### src/inc/pmos_consts.vh
`ifndef PMOS_CONSTS_VH
`define PMOS_CONSTS_VH

// register byte addresses
`define PMOS_PCTL_ADDR   8'h00
`define PMOS_STAT_ADDR   8'h04

// power_control_reg fields
`define PMOS_IDLE_REQ    0
`define PMOS_PD_REQ      1
`define PMOS_SLOW        4
`define PMOS_IDLE_CONF   5
`define PMOS_PD_CONF     6
`define PMOS_PCTL_RST    8'h00

// status register fields
`define PMOS_ST_STATE_LO 0
`define PMOS_ST_SLOW     3
`define PMOS_ST_OSC_OK   4
`define PMOS_ST_WAKE     5
`define PMOS_ST_RESET    6

// slow-down divider
`define PMOS_SLOW_DIV    32
`define PMOS_DIV_W       5
`define PMOS_DIV_LAST    5'h1F

// timing
`define PMOS_CLK_KHZ     40000
`define PMOS_STAB_US     1000
`define PMOS_STAB_CYC    ((`PMOS_STAB_US * `PMOS_CLK_KHZ) / 1000)
`define PMOS_STAB_W      16

`endif

### src/design/pmos_top.v
// Our own choices: the register addresses and the AHB-Lite interface to the registers.
`timescale 1ns/10ps
`default_nettype none
`include "pmos_consts.vh"

module pmos_top #(
  parameter [`PMOS_STAB_W-1:0] STAB_CYC = `PMOS_STAB_CYC
) (
  // clock and reset
  input  wire        sys_clk,
  input  wire        arst_n,
  // ahb-lite slave
  input  wire        hsel,
  input  wire [31:0] haddr,
  input  wire [1:0]  htrans,
  input  wire        hwrite,
  input  wire [2:0]  hsize,
  input  wire [31:0] hwdata,
  input  wire        hready,
  output reg         hreadyout,
  output reg  [31:0] hrdata,
  output reg         hresp,
  // pins and analog status
  input  wire        hw_powerdown_n_pin,
  input  wire        wake_pin,
  input  wire        main_osc_fast,
  // from interrupt controller
  input  wire        irq_pending,
  // clock and reset control
  output reg         core_reset_r,
  output reg         cpu_clk_en_r,
  output reg         periph_clk_en_r,
  output reg         rc_osc_en_r,
  output reg         main_osc_en_r,
  output reg         clk_sel_rc_r,
  output reg         port_float_r,
  output reg         wake_irq_r
);

  localparam [2:0] ST_OSC_WAIT = 3'h0;
  localparam [2:0] ST_STAB     = 3'h1;
  localparam [2:0] ST_RUN      = 3'h2;
  localparam [2:0] ST_IDLE     = 3'h3;
  localparam [2:0] ST_SPD      = 3'h4;
  localparam [2:0] ST_PINPD    = 3'h5;

  // states in which the main oscillator drives the core
  function clocked_state;
    input [2:0] st;
    begin
      clocked_state = (st == ST_RUN) || (st == ST_IDLE);
    end
  endfunction

  // states waiting on the oscillator
  function recovering_state;
    input [2:0] st;
    begin
      recovering_state = (st == ST_OSC_WAIT) || (st == ST_STAB);
    end
  endfunction

  // synchronisers
  reg        pdpin_s1_r;
  reg        pdpin_s2_r;
  reg        wake_s1_r;
  reg        wake_s2_r;
  reg        ofast_s1_r;
  reg        ofast_s2_r;

  // core state
  reg [2:0]             state_r;
  reg [2:0]             state_nxt;
  reg [`PMOS_STAB_W-1:0] stab_cnt_r;
  reg [`PMOS_STAB_W-1:0] stab_cnt_nxt;
  reg                   wake_path_r;
  reg                   wake_path_nxt;
  reg [`PMOS_DIV_W-1:0] div_cnt_r;
  reg [7:0]             pctl_r;
  reg [7:0]             pctl_nxt;
  reg                   prev_idle_r;
  reg                   prev_pd_r;

  // ahb data phase
  reg        dph_wr_r;
  reg [7:0]  dph_addr_r;

  wire       addr_ok   = hsel && htrans[1] && hready;
  wire       wr_pctl   = dph_wr_r && (dph_addr_r == `PMOS_PCTL_ADDR);
  wire       idle_go   = wr_pctl && hwdata[`PMOS_IDLE_CONF] && prev_idle_r;
  wire       pd_go     = wr_pctl && hwdata[`PMOS_PD_CONF] && prev_pd_r;
  wire       slow      = pctl_r[`PMOS_SLOW];
  wire       div_tick  = !slow || (div_cnt_r == `PMOS_DIV_LAST);
  wire       hold_rst_nxt;
  wire [7:0] stat_val;

  always @(posedge sys_clk or negedge arst_n) begin
    if (!arst_n) begin
      pdpin_s1_r <= 1'b1;
      pdpin_s2_r <= 1'b1;
      wake_s1_r  <= 1'b1;
      wake_s2_r  <= 1'b1;
      ofast_s1_r <= 1'b0;
      ofast_s2_r <= 1'b0;
    end else begin
      pdpin_s1_r <= hw_powerdown_n_pin;
      pdpin_s2_r <= pdpin_s1_r;
      wake_s1_r  <= wake_pin;
      wake_s2_r  <= wake_s1_r;
      ofast_s1_r <= main_osc_fast;
      ofast_s2_r <= ofast_s1_r;
    end
  end

  // mode sequencer
  always @* begin
    state_nxt     = state_r;
    stab_cnt_nxt  = stab_cnt_r;
    wake_path_nxt = wake_path_r;
    if (!pdpin_s2_r) begin
      state_nxt     = ST_PINPD;
      wake_path_nxt = 1'b0;
    end else begin
      case (state_r)
        ST_OSC_WAIT: begin
          stab_cnt_nxt = {`PMOS_STAB_W{1'b0}};
          if (ofast_s2_r) begin
            state_nxt = ST_STAB;
          end
        end
        ST_STAB: begin
          if (!ofast_s2_r) begin
            state_nxt = ST_OSC_WAIT;
          end else if (stab_cnt_r == STAB_CYC - 1'b1) begin
            state_nxt = ST_RUN;
          end else begin
            stab_cnt_nxt = stab_cnt_r + 1'b1;
          end
        end
        ST_RUN: begin
          if (!ofast_s2_r) begin
            state_nxt     = ST_OSC_WAIT;
            wake_path_nxt = 1'b0;
          end else if (pd_go) begin
            state_nxt = ST_SPD;
          end else if (idle_go) begin
            state_nxt = ST_IDLE;
          end
        end
        ST_IDLE: begin
          if (!ofast_s2_r) begin
            state_nxt     = ST_OSC_WAIT;
            wake_path_nxt = 1'b0;
          end else if (irq_pending) begin
            state_nxt = ST_RUN;
          end
        end
        ST_SPD: begin
          if (!wake_s2_r) begin
            state_nxt     = ST_OSC_WAIT;
            wake_path_nxt = 1'b1;
          end
        end
        ST_PINPD: begin
          state_nxt     = ST_OSC_WAIT;
          wake_path_nxt = 1'b0;
        end
        default: begin
          state_nxt     = ST_OSC_WAIT;
          wake_path_nxt = 1'b0;
        end
      endcase
    end
    if (state_r == ST_STAB && state_nxt == ST_RUN) begin
      wake_path_nxt = 1'b0;
    end
  end

  // core held in reset in pin power-down and while waiting on the oscillator, except on the wake-pin path
  assign hold_rst_nxt = (state_nxt == ST_PINPD) ||
                        (recovering_state(state_nxt) && !wake_path_nxt);

  // power control register
  always @* begin
    pctl_nxt = pctl_r;
    if (hold_rst_nxt) begin
      pctl_nxt = `PMOS_PCTL_RST;
    end else if (wr_pctl) begin
      pctl_nxt = 8'h00;
      pctl_nxt[`PMOS_IDLE_REQ] = hwdata[`PMOS_IDLE_REQ] && !idle_go;
      pctl_nxt[`PMOS_PD_REQ]   = hwdata[`PMOS_PD_REQ] && !pd_go;
      pctl_nxt[`PMOS_SLOW]     = hwdata[`PMOS_SLOW];
    end
  end

  assign stat_val = {1'b0, core_reset_r, wake_path_r, ofast_s2_r, slow, state_r};

  always @(posedge sys_clk or negedge arst_n) begin
    if (!arst_n) begin
      state_r     <= ST_OSC_WAIT;
      stab_cnt_r  <= {`PMOS_STAB_W{1'b0}};
      wake_path_r <= 1'b0;
      div_cnt_r   <= {`PMOS_DIV_W{1'b0}};
      pctl_r      <= `PMOS_PCTL_RST;
      prev_idle_r <= 1'b0;
      prev_pd_r   <= 1'b0;
    end else begin
      state_r     <= state_nxt;
      stab_cnt_r  <= stab_cnt_nxt;
      wake_path_r <= wake_path_nxt;
      div_cnt_r   <= div_cnt_r + 1'b1;
      pctl_r      <= pctl_nxt;
      if (hold_rst_nxt) begin
        prev_idle_r <= 1'b0;
        prev_pd_r   <= 1'b0;
      end else if (wr_pctl) begin
        // a confirm only counts if the write just before set the request
        prev_idle_r <= hwdata[`PMOS_IDLE_REQ] && !hwdata[`PMOS_IDLE_CONF];
        prev_pd_r   <= hwdata[`PMOS_PD_REQ] && !hwdata[`PMOS_PD_CONF];
      end
    end
  end

  // clock and reset controls
  always @(posedge sys_clk or negedge arst_n) begin
    if (!arst_n) begin
      core_reset_r    <= 1'b1;
      cpu_clk_en_r    <= 1'b0;
      periph_clk_en_r <= 1'b0;
      rc_osc_en_r     <= 1'b1;
      main_osc_en_r   <= 1'b1;
      clk_sel_rc_r    <= 1'b1;
      port_float_r    <= 1'b0;
      wake_irq_r      <= 1'b0;
    end else begin
      core_reset_r    <= hold_rst_nxt;
      cpu_clk_en_r    <= div_tick && (state_nxt == ST_RUN);
      periph_clk_en_r <= div_tick && clocked_state(state_nxt);
      rc_osc_en_r     <= !(state_nxt == ST_SPD || state_nxt == ST_PINPD);
      main_osc_en_r   <= !(state_nxt == ST_SPD || state_nxt == ST_PINPD);
      clk_sel_rc_r    <= !clocked_state(state_nxt);
      port_float_r    <= (state_nxt == ST_PINPD);
      // wake handler only once nominal clock is back
      wake_irq_r      <= wake_path_r && (state_r == ST_STAB) && (state_nxt == ST_RUN);
    end
  end

  // ahb-lite slave, zero wait states
  always @(posedge sys_clk or negedge arst_n) begin
    if (!arst_n) begin
      dph_wr_r   <= 1'b0;
      dph_addr_r <= 8'h00;
      hreadyout  <= 1'b1;
      hrdata     <= 32'h0000_0000;
      hresp      <= 1'b0;
    end else begin
      hreadyout <= 1'b1;
      hresp     <= 1'b0;
      if (hready) begin
        dph_wr_r   <= addr_ok && hwrite;
        dph_addr_r <= haddr[7:0];
      end
      if (addr_ok && !hwrite) begin
        // read the post-write value so a write then read sees fresh data
        case (haddr[7:0])
          `PMOS_PCTL_ADDR: hrdata <= {24'h00_0000, pctl_nxt};
          `PMOS_STAT_ADDR: hrdata <= {24'h00_0000, stat_val};
          default:         hrdata <= 32'h0000_0000;
        endcase
      end
    end
  end

endmodule // pmos_top

`default_nettype wire

### config.mk
export PLATFORM = sky130hd
export DESIGN_NAME = pmos_top
export DESIGN_NICKNAME = d
export VERILOG_FILES = /design/src/design/pmos_top.v
export VERILOG_INCLUDE_DIRS = /design/src /design/src/inc
export SDC_FILE = /design/constraint.sdc
export NUM_CORES = 1
export LEC_CHECK = 0
export ABC_AREA = 1
export BUFFER_PORTS_ARGS = -buffer_cell sky130_fd_sc_hd__buf_4
export CAP_MARGIN = 20
export CORE_ASPECT_RATIO = 2
export CORE_UTILIZATION = 35
export CTS_BUF_LIST = sky130_fd_sc_hd__clkbuf_2
export DETAILED_ROUTE_END_ITERATION = 10
export SYNTH_ARGS = -nofsm -noshare
export SYNTH_HDL_FRONTEND = slang
export SYNTH_SLANG_ARGS = --single-unit
### constraint.sdc
create_clock -name sys_clk -period 2.2 [get_ports sys_clk]
set_clock_uncertainty 0.1 [all_clocks]
set_input_delay 0.11 -clock sys_clk [delete_from_list [all_inputs] [get_ports sys_clk]]
set_output_delay 0.11 -clock sys_clk [all_outputs]
set_load 0.02 [all_outputs]
==> parameters.txt, run 1 <==
Parameter                              Value

Cells and area
  Register area    1640 µm²
  Filler cells    900
  Layout cells sized above 1    24.6%
  Area taken by multi-input logic gates    1410 µm²
  # nets final    568
  Utilization after layout    46.2%
  Synth-to-Final Area Change    27.3%

Placed design
  Count of buffers inserted at the top-level ports    38
  Pre-CTS worst setup slack    51.1 ps
  Final estimated routing congestion in global placement    0.807
  DP HPWL    5500 µm

Clocking
  CTS Root Cell    sky130_fd_sc_hd__clkbuf_2
  Buffer depth of the longest clock path    2
  Clock latency at the later pin of the worst-skew pair    530 ps
  Post-CTS clock slew at the launch and capture registers of the worst setup and hold paths    220 ps
  Total clock buffers created by CTS    9
  TritonCTS clock tree    yes
  Number of sinks on the clock net    65
  CTS H-tree lvls    3

Power and ir drop
  Post-route total power    2.47 mW
  PD cells    569 nW/µm²
  VDD IR max    0.000403 V
  Leakage Power    2.10 nW

Global routing
  Number of antenna violations at the first check in global routing    1
  Overall track demand over capacity in global routing    16.7%
  Largest net degree at the start of global routing    66
  Vias in the first global route    2901
  Wire length of the first global-routing pass    12800 µm
  Overflow after GRT    0

Floorplanning
  Floorplan die width    71.7 µm
  Chip height    141 µm
  Boundary Pins    120
  Number of rows in the core area    50
  Core area    9380 µm²
  Initial core utilization    36.3%
  Die outline area    10100 µm²

Worst hold path
  Worst hold path type    input port to async pin

Timing
  Final critical path time including I/O delays and setup    2080 ps
  Hold violation count in the final report    0
  Number of slew-limit violations in the final report    0
  Setup-violating endpoint count in the final report    0
  Worst Tran Pin Value    825 ps
  Crit share post-route    94.7%
  Final worst slack    117 ps
  Fmax    480 MHz
  Max_slew headroom    45.0%

Drt
  Total vias in the final route    2827
  Sum of routed wire length over all layers    7860 µm
  Met1 wire length    2890 µm
  DRC Markers    0
  Metal3 WL    223 µm
  Remaining antenna violation count after routing    0
  Detail Route met2 WL    4530 µm
  TritonRoute pass-1 iters    4
  DR vias/cell    4.74
  Highest metal layer with signal wires    met4
  Final routed wire length divided by cell count    13.2 µm
  Number of DRC markers after the initial detailed-route iteration    123

Worst setup path
  Type of the worst setup path    register to register
  Count of buffer and inverter cells on the critical path    1
  Cell type of the slowest stage on the worst timing path    sky130_fd_sc_hd__dfrtp_1
  Crit start category    register
  Critical Path End Type    register
  CP Cell Sequence    ha_2 -> nand3_1 -> nor2_2 -> nand2_2 -> nand3_1 -> nand2_1 -> inv_2 -> nand4_1 -> o21bai_4 -> nand2_2 -> nand2_4 -> nor2_4 -> nand2_1 -> nand2_1
  Largest fanout on the critical path    7
  Crit path largest cell delay    410 ps
  Internal reg-to-reg setup slack    120 ps
  Worst Path Arrival    2440 ps
  Depth of the most critical reg-to-reg path    14
  Cell with the most instances on the worst path    sky130_fd_sc_hd__nand2_1
  Number of gates on the worst path with buffers counted    14
  Worst EP required    2560 ps
  Cell family with most CP delay    simple AND/OR/NAND/NOR gates

Logic synthesis
  Library cell with the largest summed area after synthesis    sky130_fd_sc_hd__dfrtp_1
  Synth Flop Type    sky130_fd_sc_hd__dfrtp_1
  Post-synth EDFFs    0
  Top cells by area in the synthesized netlist    sky130_fd_sc_hd__dfrtp_1 (43%), sky130_fd_sc_hd__nand2_1 (7.5%), sky130_fd_sc_hd__inv_1 (6.3%)
  Netlist area before placement    3400 µm²
  Mapped Avg Cell Area    8.62 µm²
  Portion of synthesized cell area occupied by the leading cell type    42.6%
  Share of the yosys chip area belonging to registers    48.0%
  Number of warnings printed during yosys synthesis    0
  Number of different library cells in the post-synthesis netlist    46
  Number of synthesized register bits    65
  Cells after synthesis    395
  Top-count cell post-synth    sky130_fd_sc_hd__nand2_1
  Ys async rst share    100%
  Most common library cells after synthesis    sky130_fd_sc_hd__nand2_1 (68), sky130_fd_sc_hd__dfrtp_1 (58), sky130_fd_sc_hd__inv_1 (57), sky130_fd_sc_hd__nand3_1 (36)

Run
  Max Cap Viol    0

Outcome
  Result of the run    completed
## sequential cells by signal, indices dropped and copies added (netlist names), 3 cells and up
signal,flops
stab_cnt_r,16
dph_addr_r,8
hrdata,8
pctl_r,8
div_cnt_r,5
state_r,3
## power by group
part,total (mW),switching (mW),internal [mW]
Sequential,1.27,0.0285,1.24
Clock,0.851,0.475,0.376
Combinational,0.348,0.207,0.141
## final cells by class
| class | instances | area share [%] |
|---|---|---|
| Sequential cell | 65 | 37.7 |
| Multi-Input combinational cell | 256 | 32.5 |
| Timing Repair Buffer | 89 | 17.6 |
| Inverter | 66 | 5.83 |
| Tap cell | 104 | 3.00 |
| Clock inverter | 7 | 2.17 |
| Clock buffer | 9 | 1.04 |
| Antenna cell | 1 | 0.0578 |
## per-stage QoR
| stage | hold WS, ps | instance area, µm² | setup TNS [ps] | instances |
|---|---|---|---|---|
| after floorplan | -286 | 3490 | 0 | 419 |
| after global placement | 120 | 3720 | 0 | 537 |
| after detailed placement | 121 | 3720 | 0 | 537 |
| after CTS | 79.8 | 4240 | 0 | 591 |
| after global routing | 74.6 | 4330 | -20.6 | 597 |
| final | 61.0 | 4330 | 0 | 597 |
## what timing repair did
action,CTS,global route
endpoints found under the hold margin,91,0
endpoints found under the setup margin,0,26
resized for setup,0,13
setup buffers,0,5
hold buffers,38,0
## routing by layer
layer | vias to the layer above | global-route usage [%]
li1 | 1387 | -
met5 | - | 0
met2 | 65 | 31.9
met3 | 16 | 3.84
met4 | 0 | 7.95
met1 | 1359 | 16.4
## cells in the final DEF, fill, tap and decap left out, drive strengths merged
master and n:
a211oi 3, a21oi 12, a221oi 2, a22oi 2
a31oi 2, buf 51, bufinv 2, clkbuf 9
clkinv 5, clkinvlp 1, conb 26, dfrtp 58
dfstp 7, diode 1, dlygate4sd3 38, ha 3
inv 65, mux2i 1, nand2 75, nand3 39
nand3b 1, nand4 4, nor2 39, nor3 14
nor3b 3, nor4 3, o21a 1, o21ai 17
o21bai 1, o22ai 1, o311ai 1, o31ai 1
or3 1, xnor2 1, xor2 3
## path summary, 6_finish.rpt
kind                                      end     startpoint
worst min register to register     pdpin_s2_r     pdpin_s1_r
worst min-delay path            stab_cnt_r[8]         arst_n
worst max-delay path                hrdata[4]  stab_cnt_r[1]
min in group sys_clk               ofast_s1_r  main_osc_fast
worst max register to register      hrdata[4]  stab_cnt_r[1]
max in group asynchronous          ofast_s2_r         arst_n
## logic make-up (layout without fill, tap and decap cells)
kind of cell,count (synthesis),count (layout),share of synthesized area [%]
muxes,1,1,0.294
other,2,27,0.221
xor gates and xnor gates,4,4,1.03
DFF,65,65,48.0
buffers and inverters,98,171,14.6
and+or+nand+nor,179,179,26.7
AOI/OAI and AO/OA,43,43,8.01
adders and majority gates,3,3,1.10
Note: power is estimated with default switching activity, not from simulation.
==> inputs of run 2 (changes only) <==
- CORE_MARGIN: not set -> 4
- PLACE_DENSITY: not set -> 0.63
==> parameters.txt, run 2 (synthesized netlist as in run 1, its figures left out) <==
Parameter                              Value

Outcome
  Result of the run    completed (unchanged)

Worst setup path
  Count of buffer and inverter cells on the critical path    1 (unchanged)
  Crit start category    register (unchanged)
  Worst Path Arrival    2450 ps (was 2440 ps)
  CP Cell Sequence    ha_2 -> nand3_2 -> nor2_4 -> nand2_2 -> buf_4 -> nand2_1 -> nand2_1 -> nand2_2 -> nand3_4 -> o21bai_4 -> nand2_2 -> nand2_4 -> nor2_4 -> nand2_1 -> nand2_1 (was ha_2 -> nand3_1 -> nor2_2 -> nand2_2 -> nand3_1 -> nand2_1 -> inv_2 -> nand4_1 -> o21bai_4 -> nand2_2 -> nand2_4 -> nor2_4 -> nand2_1 -> nand2_1)
  Worst EP required    2510 ps (was 2560 ps)
  Cell type of the slowest stage on the worst timing path    sky130_fd_sc_hd__dfrtp_1 (unchanged)
  Largest fanout on the critical path    7 (unchanged)
  Critical Path End Type    register (unchanged)
  Crit path largest cell delay    400 ps (was 410 ps)
  Cell with the most instances on the worst path    sky130_fd_sc_hd__nand2_1 (unchanged)
  Cell family with most CP delay    simple AND/OR/NAND/NOR gates (unchanged)
  Type of the worst setup path    register to register (unchanged)

Drt
  DR vias/cell    4.64 (was 4.74)
  Total vias in the final route    2916 (was 2827)
  DRC Markers    0 (unchanged)
  Sum of routed wire length over all layers    8310 µm (was 7860 µm)
  Final routed wire length divided by cell count    13.2 µm (about the same)
  Remaining antenna violation count after routing    0 (unchanged)
  TritonRoute pass-1 iters    4 (unchanged)
  Number of DRC markers after the initial detailed-route iteration    88 (was 123)

Floorplanning
  Number of rows in the core area    50 (unchanged)
  Floorplan die width    77.7 µm (was 71.7 µm)
  Chip height    147 µm (was 141 µm)
  Boundary Pins    120 (unchanged)
  Die outline area    11500 µm² (was 10100 µm²)
  Initial core utilization    36.0% (was 36.3%)
  Core area    9450 µm² (was 9380 µm²)

Cells and area
  Commonest non-fill, non-tap cells in the layout    sky130_fd_sc_hd__nand2_1 (65), sky130_fd_sc_hd__buf_4 (59), sky130_fd_sc_hd__dfrtp_1 (56) (was sky130_fd_sc_hd__nand2_1 (67), sky130_fd_sc_hd__dfrtp_1 (58), sky130_fd_sc_hd__inv_1 (56))
  Register name with the most flops    stab_cnt_r (unchanged)
  Count of antenna diodes in the layout    0 (was 1)
  Final cell count without fillers    629 (was 597)
  # nets final    575 (was 568)
  Most common library cell in the layout ignoring fill and taps    sky130_fd_sc_hd__nand2_1 (unchanged)
  Synth-to-Final Area Change    32.0% (was 27.3%)
  Filler cells    933 (was 900)
  Layout cells sized above 1    28.5% (was 24.6%)
  Number of flip-flops under the largest register name    16 (unchanged)

Clocking
  Total clock buffers created by CTS    9 (unchanged)
  Buffer depth of the longest clock path    2 (unchanged)
  Post-CTS clock slew at the launch and capture registers of the worst setup and hold paths    180 ps (was 220 ps)
  Clock latency at the later pin of the worst-skew pair    490 ps (was 530 ps)
  CTS H-tree lvls    3 (unchanged)
  TritonCTS clock tree    yes (unchanged)
  CTS Root Cell    sky130_fd_sc_hd__clkbuf_2 (unchanged)
  Number of sinks on the clock net    65 (unchanged)

Global routing
  Overall track demand over capacity in global routing    14.8% (was 16.7%)
  Vias in the first global route    2994 (was 2901)
  Largest net degree at the start of global routing    66 (unchanged)
  Wire length of the first global-routing pass    13400 µm (was 12800 µm)
  Number of antenna violations at the first check in global routing    0 (was 1)
  Overflow after GRT    0 (unchanged)

Power and ir drop
  Leakage Power    2.17 nW (was 2.10 nW)
  PD cells    566 nW/µm² (was 569 nW/µm²)
  VDD IR max    0.000415 V (was 0.000403 V)

Timing
  Crit share post-route    97.4% (was 94.7%)
  Final worst hold slack    84.6 ps (was 61.0 ps)
  Worst Tran Pin Value    831 ps (was 825 ps)
  Setup repair after global routing missed its margin    yes
  Final critical path time including I/O delays and setup    2140 ps (was 2080 ps)
  Number of slew-limit violations in the final report    0 (unchanged)
  Fmax    467 MHz (was 480 MHz)
  Setup-violating endpoint count in the final report    0 (unchanged)
  Max_slew headroom    44.6% (was 45.0%)
  Hold violation count in the final report    0 (unchanged)

Placed design
  Final estimated routing congestion in global placement    0.809 (was 0.807)
  Count of buffers inserted at the top-level ports    38 (unchanged)
  DP HPWL    5730 µm (was 5500 µm)
  Placed cell count    564 (was 537)

Worst hold path
  Worst hold path type    input port to register (was input port to async pin)

Run
  Max Cap Viol    0 (unchanged)
run 2: timing repair:
| action | CTS | global route |
|---|---|---|
| hold endpoints to repair | 90 | 0 |
| gates resized for setup | 0 | 27 |
| setup endpoints to repair | 0 | 26 |
| buffers inserted | 0 | 13 |
| hold buffers | 36 | 0 |
run 2: where the power goes:
part           total [mW]  internal [mW]  leakage [nW]  switching, mW
Combinational       0.360          0.148          1.24          0.212
Clock               0.915          0.481        0.0931          0.434
Sequential           1.27           1.24         0.841         0.0279
run 2: cell type report:
| class | instances | area, µm² | area share [%] |
|---|---|---|---|
| inverter | 66 | 253 | 5.63 |
| clock buffer | 9 | 45.0 | 1.00 |
| sequential | 65 | 1640 | 36.5 |
| multi-input combinational | 256 | 1460 | 32.6 |
| timing repair buffer | 96 | 823 | 18.3 |
| tap | 130 | 163 | 3.62 |
| clock inverter | 7 | 109 | 2.42 |
run 2: per-layer routing:
layer | wire, µm | global-route usage [%]
met1 | 2850 | 13.8
met5 | 0 | 0
met4 | 283 | 7.13
met3 | 336 | 2.93
met2 | 4850 | 29.3
run 2: final timing paths:
check	to	slack, ps	from	depth (start not counted)
max	hrdata[4]	60	stab_cnt_r[1]	15
min	hrdata[5]	80	htrans[1]	6
max reg2reg	hrdata[4]	60	stab_cnt_r[1]	15
min reg2reg	wake_s2_r	270	wake_s1_r	0
max in group asynchronous	state_r[1]	1270	arst_n	2
min in group asynchronous	stab_cnt_r[8]	130	arst_n	2
run 2: tightest hold or removal path: stages:
cell                      delay (ps)
sky130_fd_sc_hd__buf_4           110
sky130_fd_sc_hd__nand3_1          90
sky130_fd_sc_hd__nor2_2           60
sky130_fd_sc_hd__buf_4           150
sky130_fd_sc_hd__nor2_1           90
sky130_fd_sc_hd__a21oi_1          50
run 2: metrics by stage:
| step | area (µm²) | util, % | worst slack, ps | TNS (ps) | total power, mW |
|---|---|---|---|---|---|
| 2_1_floorplan | 3490 | - | 328 | 0 | 1.49 |
| 3_3_place_gp | 3760 | 39.9 | 117 | 0 | 1.55 |
| 3_5_place_dp | 3760 | 39.9 | 62.8 | 0 | 1.56 |
| 4_1_cts | 4280 | 45.3 | 39.8 | 0 | 2.54 |
| 5_1_grt | 4490 | 47.6 | -94.2 | -834 | 2.67 |
| 6_report | 4490 | 47.6 | 56.5 | 0 | 2.54 |
